$ cat config.mk
export PLATFORM = sky130hd
export DESIGN_NAME = host_port_strap_config
export DESIGN_NICKNAME = d
export VERILOG_FILES = /design/src/common/strap_cfg_pkg.sv /design/src/hw/host_port_strap_config.sv /design/src/hw/pin_sync.sv
export SDC_FILE = /design/constraint.sdc
export NUM_CORES = 1
export LEC_CHECK = 0
export BUFFER_PORTS_ARGS = -buffer_cell sky130_fd_sc_hd__buf_2
export CORE_MARGIN = 4
export CORE_UTILIZATION = 40
export CTS_CLUSTER_SIZE = 30
export DETAILED_ROUTE_END_ITERATION = 8
export PLACE_DENSITY = 0.78
export RECOVER_POWER = 100
export SYNTH_ARGS = -nofsm -noshare
export SYNTH_HDL_FRONTEND = slang
export SYNTH_HIERARCHICAL = 1
export SYNTH_SLANG_ARGS = --single-unit
$ cat constraint.sdc
create_clock -name clk_sys_i -period 3 [get_ports clk_sys_i]
set_input_delay 0.6 -clock clk_sys_i [delete_from_list [all_inputs] [get_ports clk_sys_i]]
set_output_delay 0.6 -clock clk_sys_i [all_outputs]
set_load 0.01 [all_outputs]
$ cat src/common/strap_cfg_pkg.sv
// constants, strap layout and register map of the host port configuration
// Operation
// - address straps set host bits twelve to five
// - standard setting answers block 776700 to 776746
// - register count strap group limits decoded registers
// - interrupt request at plugged priority level
// - vector bits two to eight from straps
// - latency strap enables early dma requests
// - missed transfer detection only while strap installed
// - one cycle strap gives one reference per grant
// - both straps cut holds port b bus
// - port a parity checked or lines carry data
// - port b parity strap works independently
// - disk write waits for strap fill threshold
// - port a only strap overrides port b
package strap_cfg_pkg;

  // register byte offsets
  localparam logic [3:0] OFS_STATUS = 4'h0;
  localparam logic [3:0] OFS_MASK   = 4'h4;
  localparam logic [3:0] OFS_CTRL   = 4'h8;
  localparam logic [3:0] OFS_CONFIG = 4'hc;

  // status and mask bit positions
  localparam int ST_MISSED = 0;
  localparam int ST_PAR_A  = 1;
  localparam int ST_PAR_B  = 2;
  localparam int ST_BLOCK  = 3;
  localparam int ST_W      = 4;

  // control bit positions and reset values
  localparam int CT_PORT_B = 0;
  localparam int CT_DMA_EN = 1;
  localparam logic [1:0] CTRL_RESET = 2'h0;
  localparam logic [3:0] MASK_RESET = 4'h0;

  // config readback field positions
  localparam int CF_THR = 0;
  localparam int CF_CNT = 8;
  localparam int CF_VEC = 16;
  localparam int CF_LVL = 28;
  localparam int CF_PRT = 30;

  // host page select, bits 17 to 13 all ones
  localparam logic [4:0] IO_PAGE = 5'h1f;

  // write start fill thresholds in words
  localparam logic [6:0] THR_64 = 7'h40;
  localparam logic [6:0] THR_32 = 7'h20;
  localparam logic [6:0] THR_16 = 7'h10;
  localparam logic [6:0] THR_1  = 7'h01;

  // strap set, a 1 bit means the strap is installed
  typedef struct packed {
    logic [7:0] addr;        // host address bits 12..5
    logic [3:0] regcnt;      // weights 16,8,4,2
    logic [1:0] level;       // plug code, 1 = level five
    logic [6:0] vec;         // vector bits 8..2
    logic       latency;     // latency_strap
    logic       missed_xfer; // missed_xfer_strap
    logic       one_cycle;   // dma_cycle_strap_group one cycle
    logic       block_burst; // dma_cycle_strap_group burst pair
    logic       par_a;
    logic       par_b;
    logic       fill64;
    logic       fill32;
    logic       fill16;
    logic       port_a_only;
  } strap_t;

  // dma read word with its two parity lines on top
  typedef struct packed {
    logic [1:0]  par;        // parity_line_high, parity_line_low
    logic [15:0] data;
  } dma_word_t;

  // dma sequencer states
  typedef enum logic [2:0] {
    DMA_IDLE = 3'b001,
    DMA_REQ  = 3'b010,
    DMA_XFER = 3'b100
  } dma_st_t;

endpackage

$ cat src/hw/host_port_strap_config.sv
// strap-configured host port: decode, interrupt, dma, parity, fill start
//
// The strobed register port and the placing of the registers were chosen for this implementation.
`timescale 1ns/1ps
module host_port_strap_config
  import strap_cfg_pkg::*;
(
  // clock and reset
  input  wire logic        clk_sys_i,
  input  wire logic        resetn_i,
  // strap pins, static during operation
  input  wire strap_t      strap_i,
  // register port
  input  wire logic [3:0]  reg_addr_i,
  input  wire logic [31:0] reg_wdata_i,
  input  wire logic        reg_wr_i,
  input  wire logic        reg_rd_i,
  output      logic [31:0] reg_rdata_o,
  // host register access decode
  input  wire logic [17:0] host_addr_i,
  input  wire logic        host_strobe_i,
  output      logic        host_sel_o,
  output      logic [4:0]  host_index_o,
  // interrupt
  output      logic        irq_o,
  output      logic [3:0]  bus_req_level_o,
  output      logic [8:0]  vector_o,
  // dma sequencing
  input  wire logic        xfer_pend_i,
  input  wire logic        dma_grant_i,
  input  wire logic        mem_done_i,
  input  wire logic        block_end_i,
  input  wire logic        late_i,
  output      logic        dma_bus_request_o,
  output      logic        bus_held_o,
  output      logic        mem_cycle_o,
  output      logic        port_b_o,
  // dma read data
  input  wire logic        dma_read_cycle_i,
  input  wire dma_word_t   rd_word_i,
  output      logic [17:0] rd_data_o,
  // write start
  input  wire logic [6:0]  fifo_count_i,
  output      logic        write_go_o
);

  // whole module state
  typedef struct packed {
    dma_st_t         fsm;
    logic [ST_W-1:0] status;
    logic [ST_W-1:0] mask;
    logic [1:0]      ctrl;
    logic [31:0]     rdata;
    logic            pend_d;
    logic            hit;
    logic [4:0]      index;
    logic [17:0]     rd_data;
    logic            go;
  } st_t;

  localparam st_t ST_INIT = '{
    fsm:     DMA_IDLE,
    status:  '0,
    mask:    MASK_RESET,
    ctrl:    CTRL_RESET,
    rdata:   '0,
    pend_d:  1'b0,
    hit:     1'b0,
    index:   '0,
    rd_data: '0,
    go:      1'b0
  };

  st_t    st;        // registered state
  st_t    next_st;   // next state
  strap_t s;         // synchronised straps

  // fill threshold, read by write start and config readback
  function automatic logic [6:0] thr_of(input strap_t x);
    if (x.fill64)
      thr_of = THR_64;
    else if (x.fill32)
      thr_of = THR_32;
    else if (x.fill16)
      thr_of = THR_16;
    else
      thr_of = THR_1;
  endfunction

  // straps come from pins, so they cross two flops first
  pin_sync #(.W($bits(strap_t))) u_sync
  (
    .clk_sys_i (clk_sys_i),
    .resetn_i  (resetn_i),
    .pin_i     (strap_i),
    .sync_o    (s)
  );

  // derived configuration
  logic [4:0]  reg_cnt;    // decoded register count
  logic [12:0] diff;       // word offset into block
  logic        addr_hit;   // host address in window
  logic        port_b_eff; // port actually used
  logic        hog;        // block burst mode active
  logic        par_chk;    // parity checked on used port
  logic        par_err;    // parity fault on read word
  logic        pend_ok;    // request may be raised
  logic [ST_W-1:0] ev;     // events this cycle
  logic        done_rd;    // completed read reference

  // removed strap adds its weight, max 30
  assign reg_cnt = {~s.regcnt, 1'b0};

  // installed strap compares against 0
  assign diff = {1'b0, host_addr_i[12:1]}
              - {1'b0, ~s.addr, 4'h0};
  assign addr_hit = (host_addr_i[17:13] == IO_PAGE)
                 && !diff[12]
                 && (diff[11:0] < {7'h00, reg_cnt});

  // hardware override of software port choice
  assign port_b_eff = st.ctrl[CT_PORT_B] && !s.port_a_only;
  assign hog = !s.one_cycle && !s.block_burst && port_b_eff;

  // each port has its own parity strap
  assign par_chk = port_b_eff ? s.par_b : s.par_a;
  assign done_rd = mem_done_i && dma_read_cycle_i
                && (st.fsm == DMA_XFER);
  // odd parity per byte, low line guards low byte
  assign par_err = par_chk &&
    (!(^{rd_word_i.data[7:0], rd_word_i.par[0]}) ||
     !(^{rd_word_i.data[15:8], rd_word_i.par[1]}));

  // without the latency strap the pending level must settle a cycle
  assign pend_ok = xfer_pend_i && (s.latency || st.pend_d);

  // events feeding the sticky status
  always_comb
  begin
    ev            = '0;
    ev[ST_MISSED] = late_i && s.missed_xfer;
    ev[ST_PAR_A]  = done_rd && par_err && !port_b_eff;
    ev[ST_PAR_B]  = done_rd && par_err && port_b_eff;
    ev[ST_BLOCK]  = mem_done_i && block_end_i
                 && (st.fsm == DMA_XFER);
  end

  // next state
  always_comb
  begin
    next_st        = st;
    next_st.pend_d = xfer_pend_i;
    next_st.rdata  = '0;
    next_st.hit    = 1'b0;
    next_st.go     = fifo_count_i >= thr_of(s);

    // host register decode, answered one cycle later
    if (host_strobe_i)
    begin
      next_st.hit   = addr_hit;
      next_st.index = diff[4:0];
    end

    // read data word, unchecked parity lines become bits 16 and 17, checked ones read as zero
    if (done_rd)
      next_st.rd_data = par_chk ? {2'b00, rd_word_i.data}
                                : rd_word_i;

    // sticky status, a set beats the read clear
    if (reg_rd_i && reg_addr_i == OFS_STATUS)
      next_st.status = ev;
    else
      next_st.status = st.status | ev;

    // software writes
    if (reg_wr_i)
    begin
      case (reg_addr_i)
        OFS_MASK:
          next_st.mask = reg_wdata_i[ST_W-1:0];
        OFS_CTRL:
          next_st.ctrl = reg_wdata_i[1:0];
        default:
          next_st.mask = st.mask; // unmapped or read only
      endcase
    end

    // reads, unmapped addresses answer zero
    if (reg_rd_i)
    begin
      case (reg_addr_i)
        OFS_STATUS:
          next_st.rdata[ST_W-1:0] = st.status;
        OFS_MASK:
          next_st.rdata[ST_W-1:0] = st.mask;
        OFS_CTRL:
          next_st.rdata[1:0] = st.ctrl;
        OFS_CONFIG:
        begin
          next_st.rdata[CF_THR +: 7] = thr_of(s);
          next_st.rdata[CF_CNT +: 5] = reg_cnt;
          next_st.rdata[CF_VEC +: 9] = {s.vec, 2'b00};
          next_st.rdata[CF_LVL +: 2] = s.level;
          next_st.rdata[CF_PRT]      = port_b_eff;
        end
        default:
          next_st.rdata = '0;
      endcase
    end

    // dma sequencer
    case (st.fsm)
      DMA_IDLE:
        // wait for a word and software enable
        if (st.ctrl[CT_DMA_EN] && pend_ok)
          next_st.fsm = DMA_REQ;
      DMA_REQ:
        // hold request until granted
        if (dma_grant_i)
          next_st.fsm = DMA_XFER;
      DMA_XFER:
      begin
        if (mem_done_i)
        begin
          // one reference per grant, else run on
          if (s.one_cycle)
            next_st.fsm = DMA_IDLE;
          else if (block_end_i)
            next_st.fsm = DMA_IDLE;
          else if (!hog && !xfer_pend_i)
            next_st.fsm = DMA_IDLE;
        end
        else if (!hog && !xfer_pend_i)
          next_st.fsm = DMA_IDLE;
      end
      default:
        next_st.fsm = DMA_IDLE;
    endcase

    // dropping enable abandons a pending request, a transfer in progress runs on
    if (!st.ctrl[CT_DMA_EN] && st.fsm != DMA_XFER)
      next_st.fsm = DMA_IDLE;
  end

  // state register, synchronous active low reset
  always_ff @(posedge clk_sys_i)
  begin
    if (!resetn_i)
      st <= ST_INIT;
    else
      st <= next_st;
  end

  // outputs
  assign reg_rdata_o  = st.rdata;
  assign host_sel_o   = st.hit;
  assign host_index_o = st.index;
  assign irq_o        = |(st.status & st.mask);
  // plugged level selects one request line
  assign bus_req_level_o = irq_o ? (4'h1 << s.level)
                                 : 4'h0;
  assign vector_o = {s.vec, 2'b00};
  assign dma_bus_request_o = (st.fsm == DMA_REQ);
  assign bus_held_o  = (st.fsm == DMA_XFER);
  assign mem_cycle_o = bus_held_o && xfer_pend_i;
  assign port_b_o    = port_b_eff;
  assign rd_data_o   = st.rd_data;
  assign write_go_o  = st.go;

  // checks

  a_decode_hit: assert property (
    @(posedge clk_sys_i) disable iff (!resetn_i)
    host_strobe_i |=> host_sel_o == $past(addr_hit))
    else $error("host decode mismatch");

  a_count_limit: assert property (
    @(posedge clk_sys_i) disable iff (!resetn_i)
    host_sel_o |-> host_index_o < reg_cnt)
    else $error("index beyond register count");

  a_level_line: assert property (
    @(posedge clk_sys_i) disable iff (!resetn_i)
    irq_o |-> bus_req_level_o[s.level] && $onehot(bus_req_level_o))
    else $error("request on wrong level");

  a_vector_bits: assert property (
    @(posedge clk_sys_i) disable iff (!resetn_i)
    vector_o[1:0] == 2'b00 && vector_o[8:2] == s.vec)
    else $error("vector bits wrong");

  a_latency_delay: assert property (
    @(posedge clk_sys_i) disable iff (!resetn_i)
    (!s.latency && st.fsm == DMA_IDLE && !st.pend_d)
      |=> !dma_bus_request_o)
    else $error("early request without strap");

  a_missed_gate: assert property (
    @(posedge clk_sys_i) disable iff (!resetn_i)
    (late_i && s.missed_xfer) |=> st.status[ST_MISSED])
    else $error("missed transfer not flagged");

  a_missed_off: assert property (
    @(posedge clk_sys_i) disable iff (!resetn_i)
    (!s.missed_xfer && !st.status[ST_MISSED])
      |=> !st.status[ST_MISSED])
    else $error("missed transfer flagged while off");

  a_one_ref: assert property (
    @(posedge clk_sys_i) disable iff (!resetn_i)
    (s.one_cycle && bus_held_o && mem_done_i) |=> !bus_held_o)
    else $error("second reference in one grant");

  a_hog_hold: assert property (
    @(posedge clk_sys_i) disable iff (!resetn_i)
    (hog && bus_held_o && !block_end_i && st.ctrl[CT_DMA_EN])
      |=> bus_held_o)
    else $error("bus released inside block");

  a_par_data: assert property (
    @(posedge clk_sys_i) disable iff (!resetn_i)
    (done_rd && !par_chk) |=> rd_data_o == $past(rd_word_i))
    else $error("parity lines not passed as data");

  a_write_go: assert property (
    @(posedge clk_sys_i) disable iff (!resetn_i)
    (s.fill64 && fifo_count_i < THR_64) |=> !write_go_o)
    else $error("write start below threshold");

  a_port_a_only: assert property (
    @(posedge clk_sys_i) disable iff (!resetn_i)
    s.port_a_only |-> !port_b_o)
    else $error("port b used despite override");

endmodule

$ cat src/hw/pin_sync.sv
// two flip-flop synchroniser for static strap pins
`timescale 1ns/1ps
module pin_sync
#(
  parameter int W = 1
)
(
  // clock and reset
  input  wire logic         clk_sys_i,
  input  wire logic         resetn_i,
  // pins and synchronised copy
  input  wire logic [W-1:0] pin_i,
  output      logic [W-1:0] sync_o
);

  // first stage is read only by the second
  typedef struct packed {
    logic [W-1:0] meta;
    logic [W-1:0] stable;
  } sync_st_t;

  sync_st_t st;       // registered state
  sync_st_t next_st;  // next state

  // shift the pins through two stages
  always_comb
  begin
    next_st.meta   = pin_i;
    next_st.stable = st.meta;
  end

  // synchronous reset to all removed
  always_ff @(posedge clk_sys_i)
  begin
    if (!resetn_i)
      st <= '0;
    else
      st <= next_st;
  end

  assign sync_o = st.stable;

endmodule

# Yosys cells after proc, flatten, opt, wreduce, memory -nomap -nowiden
# Cells that the tools add are included.
# word_totals
elab_cells	94
reg_bits	133
output_inout_bits	75
input_bits	121
# classes
mux	18
n_eq_ne	10
order_cmp	2
shift	1
n_bitwise	5
reduce_logical	43
add_sub_neg	1
# ops
op	count
$logic_and A1 B1 Y1	20
$mux W18	1
$mux W3	6
$reduce_xor A9 Y1	2
$mux W7	2
$sub A12 B12 Y13	1
$lt A12 B5 Y1	1
$logic_not A1 Y1	10
$mux W5	2
$reduce_and A2 Y1	5
$mux W9	1
$pmux W3 S3	1
$eq A4 B4 Y1 const B	2
$mux W4	2
$not A8 Y8	1
$pmux W2 S4	1
$ge A7 B7 Y1	1
$pmux W2 S3	1
$eq A5 B5 Y1 const B	1
$and A4 B4 Y4	1
$eq A4 B3 Y1 const B	1
$logic_not A4 Y1	1
$ne A2 B2 Y1 const B	2
$not A4 Y4	1
12 further kinds	13

# Longest topological paths before layout
# depth
ltp_word	10
ltp_mapped	10
ltp_nobuf	10

# Modules after synthesis
# Netlist, hierarchy kept.
# modules_own_cells
module	seq_area_each_um2	area_each_um2	n_inst	cells_per_inst
host_port_strap_config	1201.2	3294.4	1	376
pin_sync	1241.2	1736.7	1	130

# Worst setup path before layout
# Ideal clock, no wire load.
# synth_path
kind	input to register
from	in host_addr_i[5]
to	reg st, in the netlist host_sel_o
arrival_ns	2.386
stages	9
t_required_ns	2.927
n_path_buf	0
setup_slack_ns	0.541
setup_ns	0.073
path_cell_list	inv_1 -> ha_1 -> inv_1 -> fa_1 -> nand3b_1 -> a2111oi_2 -> o2111ai_1 -> or4_1 -> nor3_2
# synth_via
elab_chain_len	4
elab_cells_between_ends	5
cone_classes	add/sub: 1; order compare: 1; reduce/logical: 3
# synth_lines
element	line	text
start, declared	host_port_strap_config.sv:20	input wire logic [17:0] host_addr_i,
$sub A12 B12 Y13 *	host_port_strap_config.sv:116	- {1'b0, ~s.addr, 4'h0};
branches (longest 2 deep; another with $lt A12 B5 Y1)	n/a	
$logic_and A1 B1 Y1 *	host_port_strap_config.sv:119	&& (diff[11:0] < {7'h00, reg_cnt});
end signal, assigned	host_port_strap_config.sv:251	st <= next_st;
end, declared	host_port_strap_config.sv:74	st_t st;
# Mark *: on every way between the ends.
# A chain may end at the register's enable or synchronous reset.

# Final worst setup path
# layout_path
from	reg u_sync.st, in the netlist u_sync/sync_o[23]
to	reg st, in the netlist host_sel_o
# layout_via
elab_chain_len	5
elab_cells_between_ends	6
cone_classes	add/sub: 1; order compare: 1; bitwise: 1; reduce/logical: 3
# layout_lines
element	line	text
start, declared	pin_sync.sv:22	sync_st_t st;
start signal, assigned	pin_sync.sv:38	st <= next_st;
$not A8 Y8 *	host_port_strap_config.sv:116	
$sub A12 B12 Y13 *	host_port_strap_config.sv:116	
branches (longest 2 deep; another with $lt A12 B5 Y1)	n/a	
$logic_and A1 B1 Y1 *	host_port_strap_config.sv:119	
# Marked as above.

==> summary.md <==
| Metric | Value |
|---|---|
| Ordered cell list for the critical path | inv_1 > ha_1 > inv_1 > fa_1 > nand3b_1 > a2111oi_0 > o2111ai_1 > or4_1 > nor3_2 |
| Post-detailed-route count of antenna-violating nets | 0 |
| Commonest cells after routing, fill and taps aside | dfxtp_1 (122), buf_2 (89), clkbuf_1 (68), and2_2 (62), nand2_1 (44) |
| Std cell rows | 40 |
| Iter 0 DRT Violations | 151 |
| Fraction of power consumed by sequential logic | 42.6% |
| Total core area | 12200 um2 |
| Reg-to-Reg End | host_sel_o |
| DIE WIDTH | 120 um |
| Detailed-route via count | 3606 |
| Kind of critical path | reg -> reg |
| Maximum fanout along the worst path | 2 |
| Min-delay worst type | in -> reg |
| Post-synthesis to final-layout area growth | 20.5% |
| GRT Resource Usage Total | ~15% |
| Crit path time final | approximately 2400 ps |
| Critical path data arrival time | ~2800 ps |
| Clock skew | 6.28 ps |
| Proportion of total power due to net switching | between 20% and 30% |
| Transition time of the tightest slew-check pin | 1360 ps |
| Inserted Clock Buffers | 17 |
| Avg Vias per Cell | approximately 4.5 |
| Number of enable-type register cells in the synthesized netlist | 0 |
| Layout cells sized above 1 | 28.9% |
| Fraction of the yosys area taken by sequential cells | about half |
| Startpoint kind of the worst setup timing path | flop |
| Residual overflow from global routing | 0 |
| Top flip-flop cell by instance count after synthesis | dfxtp_1 |
| Maximum single-stage delay on the critical path | 560 ps |
| Endpoint of the most critical setup path | host_sel_o |
| Max Cap Violations | 0 |
| Cell leakage power | between 2 and 3 nW |
| Sw Pwr | 0.813 mW |
| Final clock period utilization by the worst path | 80.4% |
| Post-CTS Hold Fix Bufs | 0 |
| Count of mapped cells out of synthesis | 506 |
| Number of buffer cells added on primary ports | 153 |
| Required time of the critical path | 3340 ps |
| Remaining max-slew budget at the tightest pin | a little under a tenth |
| Pins Over Slew Limit | 0 |
| Async set-or-reset flop fraction in the synthesized netlist | 0% |
| Post-Route WL | roughly 10000 um |
| Most common cell after layout, fill and taps aside | dfxtp_1 |
| Count of yosys warnings during synthesis | 6 |
| Routed wire length per instance | around 13 um |
| Via count of the first global-routing pass | ~3600 |
| VDD IR-drop max | 0.000415 V |
| Syn Area/Cell | 9.94 um2 |
| Element type at the critical path end | flop |
| Overall die height | between 100 and 150 um |
| Sum of negative setup slack | 0 ps |
| Power per Cell Area | approximately 650 nW/um2 |
| Clock transition time at the flip-flop clock pins of the worst setup and hold paths | 50 ps |
| Clock network fraction of design power | 50.3% |
| Layout filler cell count | 1117 |
| Final antenna diode count | 0 |
| Root Driver | clkbuf_16 |
| Placed wire-length estimate | 8100 um |
| Number of placed I/O pins | just under 200 |
| Post-CTS repair timing setup buffer count | 0 |
| Final number of setup-violating endpoints | 0 |
| CTS tree | done |
| Crit-path most repeated cell | inv_1 |
| Reg2Reg Launch Point | u_sync/sync_o[23] |
| Power share of the combinational group | 7.1% |
| Layout Nets | ~760 |
| Pin count of the biggest net entering global routing | 58 |
| RD Place Congestion | between 0.7 and 0.8 |
| Clock Path Buffers | 2 |
| Path depth of the worst reg2reg path | 9 |
| Wire length of the first global-routing pass | 16900 um |
| Overall power of the completed layout | 3.96 mW |
| Netlist area before placement | about 5000 um2 |
| Initial core utilization | 41.4% |
| Count of unresolved DRC violations after routing | 0 |
| Die Footprint | roughly 14000 um2 |
| Skew-Pair Late Insertion Delay | just over 400 ps |
| Register bit count reported by yosys | ~120 |
| Slowest stage cell on the critical path | or4_1 |
| Status | completed |
| Max Fclk | roughly 410 MHz |
| # resized after CTS | 0 |
| CP startpoint | u_sync/sync_o[23] |
| H-tree level count | 4 |
| Cell internal pwr | 3.15 mW |
| Initial antenna violation count | 1 |
| Count of distinct cell types in the synthesized netlist | 44 |
| Worst setup slack for register-to-register paths | 590 ps |
| Clock tree sinks | 122 |
| Setup repair after global routing missed its margin | no |
| Count of TritonRoute iterations in the first routing pass | 5 |
| Final hold viol count | 0 |
-- area by class of cell --
| type | count | area, um2 | share of cell area [%] |
|---|---|---|---|
| clock inverters | 9 | 123 | 2.02 |
| clock buffers | 21 | 460 | 7.60 |
| multi-input cells | 313 | 2090 | 34.5 |
| inverters | 9 | 33.8 | 0.557 |
| well taps | 168 | 210 | 3.47 |
| flip-flops and latches | 122 | 2440 | 40.3 |
| repair buffers | 156 | 701 | 11.6 |
-- per-stage QoR --
| stage | instances | area (um2) | util (%) | setup WS [ps] | hold WS, ps |
|---|---|---|---|---|---|
| final | 798 | 6060 | 49.8 | 589 | 404 |
| after global placement | 768 | 5570 | 45.8 | 376 | 397 |
| after CTS | 798 | 6160 | 50.6 | 689 | 384 |
| after detailed placement | 768 | 5570 | 45.8 | 281 | 402 |
| after floorplan | 518 | 5080 | - | 541 | 387 |
| after global routing | 798 | 6060 | 49.8 | 395 | 388 |
-- cells by family (layout without fill, tap and decap cells) --
group	after synthesis	in the layout	synth area share, %
buffers and inverters	83	195	10.6
other	1	13	0.0745
muxes	16	16	3.43
DFF	122	122	48.5
and+or+nand+nor	192	192	22.1
adders and majority gates	17	17	4.38
xor gates and xnor gates	20	20	3.48
AOI/OAI and AO/OA	55	55	7.34
-- power groups by stage --
stage	Sequential (mW)	Clock, mW	Combinational, mW
after floorplan	1.72	0	0.191
after global placement	1.72	0	0.274
after detailed placement	1.72	0	0.285
after CTS	1.69	2.04	0.287
after global routing	1.69	2.13	0.311
final	1.69	1.99	0.280
-- worst min-delay path by stage --
| stage | startpoint | endpoint | slack (ps) | cells past startpoint |
|---|---|---|---|---|
| floorplan | u_sync/sync_o[19] | reg_rdata_o[9] | 390 | 1 |
| global placement | u_sync/sync_o[19] | reg_rdata_o[9] | 400 | 1 |
| detailed placement | u_sync/sync_o[19] | reg_rdata_o[9] | 400 | 1 |
| CTS | strap_i[26] | u_sync/next_st[26] | 380 | 2 |
| global route | strap_i[15] | u_sync/next_st[15] | 390 | 2 |
| finish | strap_i[27] | u_sync/next_st[27] | 400 | 2 |
-- registers in the layout, indices dropped and copies added, names as in the netlist --
register        flops
write_go_o          1
st                 14
host_sel_o          1
u_sync/next_st     31
rd_data_o          18
reg_rdata_o        21
host_index_o        5
u_sync/sync_o      31
-- Yosys cell counts, types with 2 or more instances --
| library cell | instances | share of area [%] |
|---|---|---|
| a21boi_0 | 17 | 2.5 |
| a21boi_1 | 3 | 0.45 |
| a21o_1 | 2 | 0.30 |
| a21oi_1 | 9 | 0.90 |
| a22oi_1 | 3 | 0.45 |
| and2_1 | 13 | 1.6 |
| and2_2 | 62 | 9.3 |
| and3_1 | 6 | 0.75 |
| buf_2 | 2 | 0.20 |
| buf_4 | 57 | 8.5 |
| clkbuf_1 | 9 | 0.67 |
| clkbuf_2 | 6 | 0.60 |
| dfxtp_1 | 122 | 49 |
| ha_1 | 16 | 4.0 |
| inv_1 | 9 | 0.67 |
| mux2i_1 | 15 | 3.0 |
| nand2_1 | 44 | 3.3 |
| nand2b_1 | 6 | 0.75 |
| nand3_1 | 8 | 0.80 |
| nand3b_1 | 2 | 0.30 |
| nor2_1 | 22 | 1.6 |
| nor2b_1 | 18 | 2.2 |
| nor3_1 | 4 | 0.40 |
| nor4_1 | 2 | 0.25 |
| o21ai_0 | 11 | 1.1 |
| o21ai_1 | 2 | 0.20 |
| xnor2_1 | 17 | 3.0 |
| xor2_1 | 3 | 0.52 |
-- critical path: cells and delay by family, from the launching register on --
| family | cells | cell delay, ps |
|---|---|---|
| fa+ha+maj | 2 | 570 |
| flops | 1 | 310 |
| compound gates | 2 | 500 |
| simple gates | 3 | 840 |
| buf+inv | 2 | 120 |
-- layer usage --
layer	part of all wire (%)	GRT usage, %
met4	2.3	7.66
met3	6.8	5.94
met5	0.12	0
met2	50	25.3
met1	40	16.1
No activity file was read; power rests on OpenSTA's default activity.
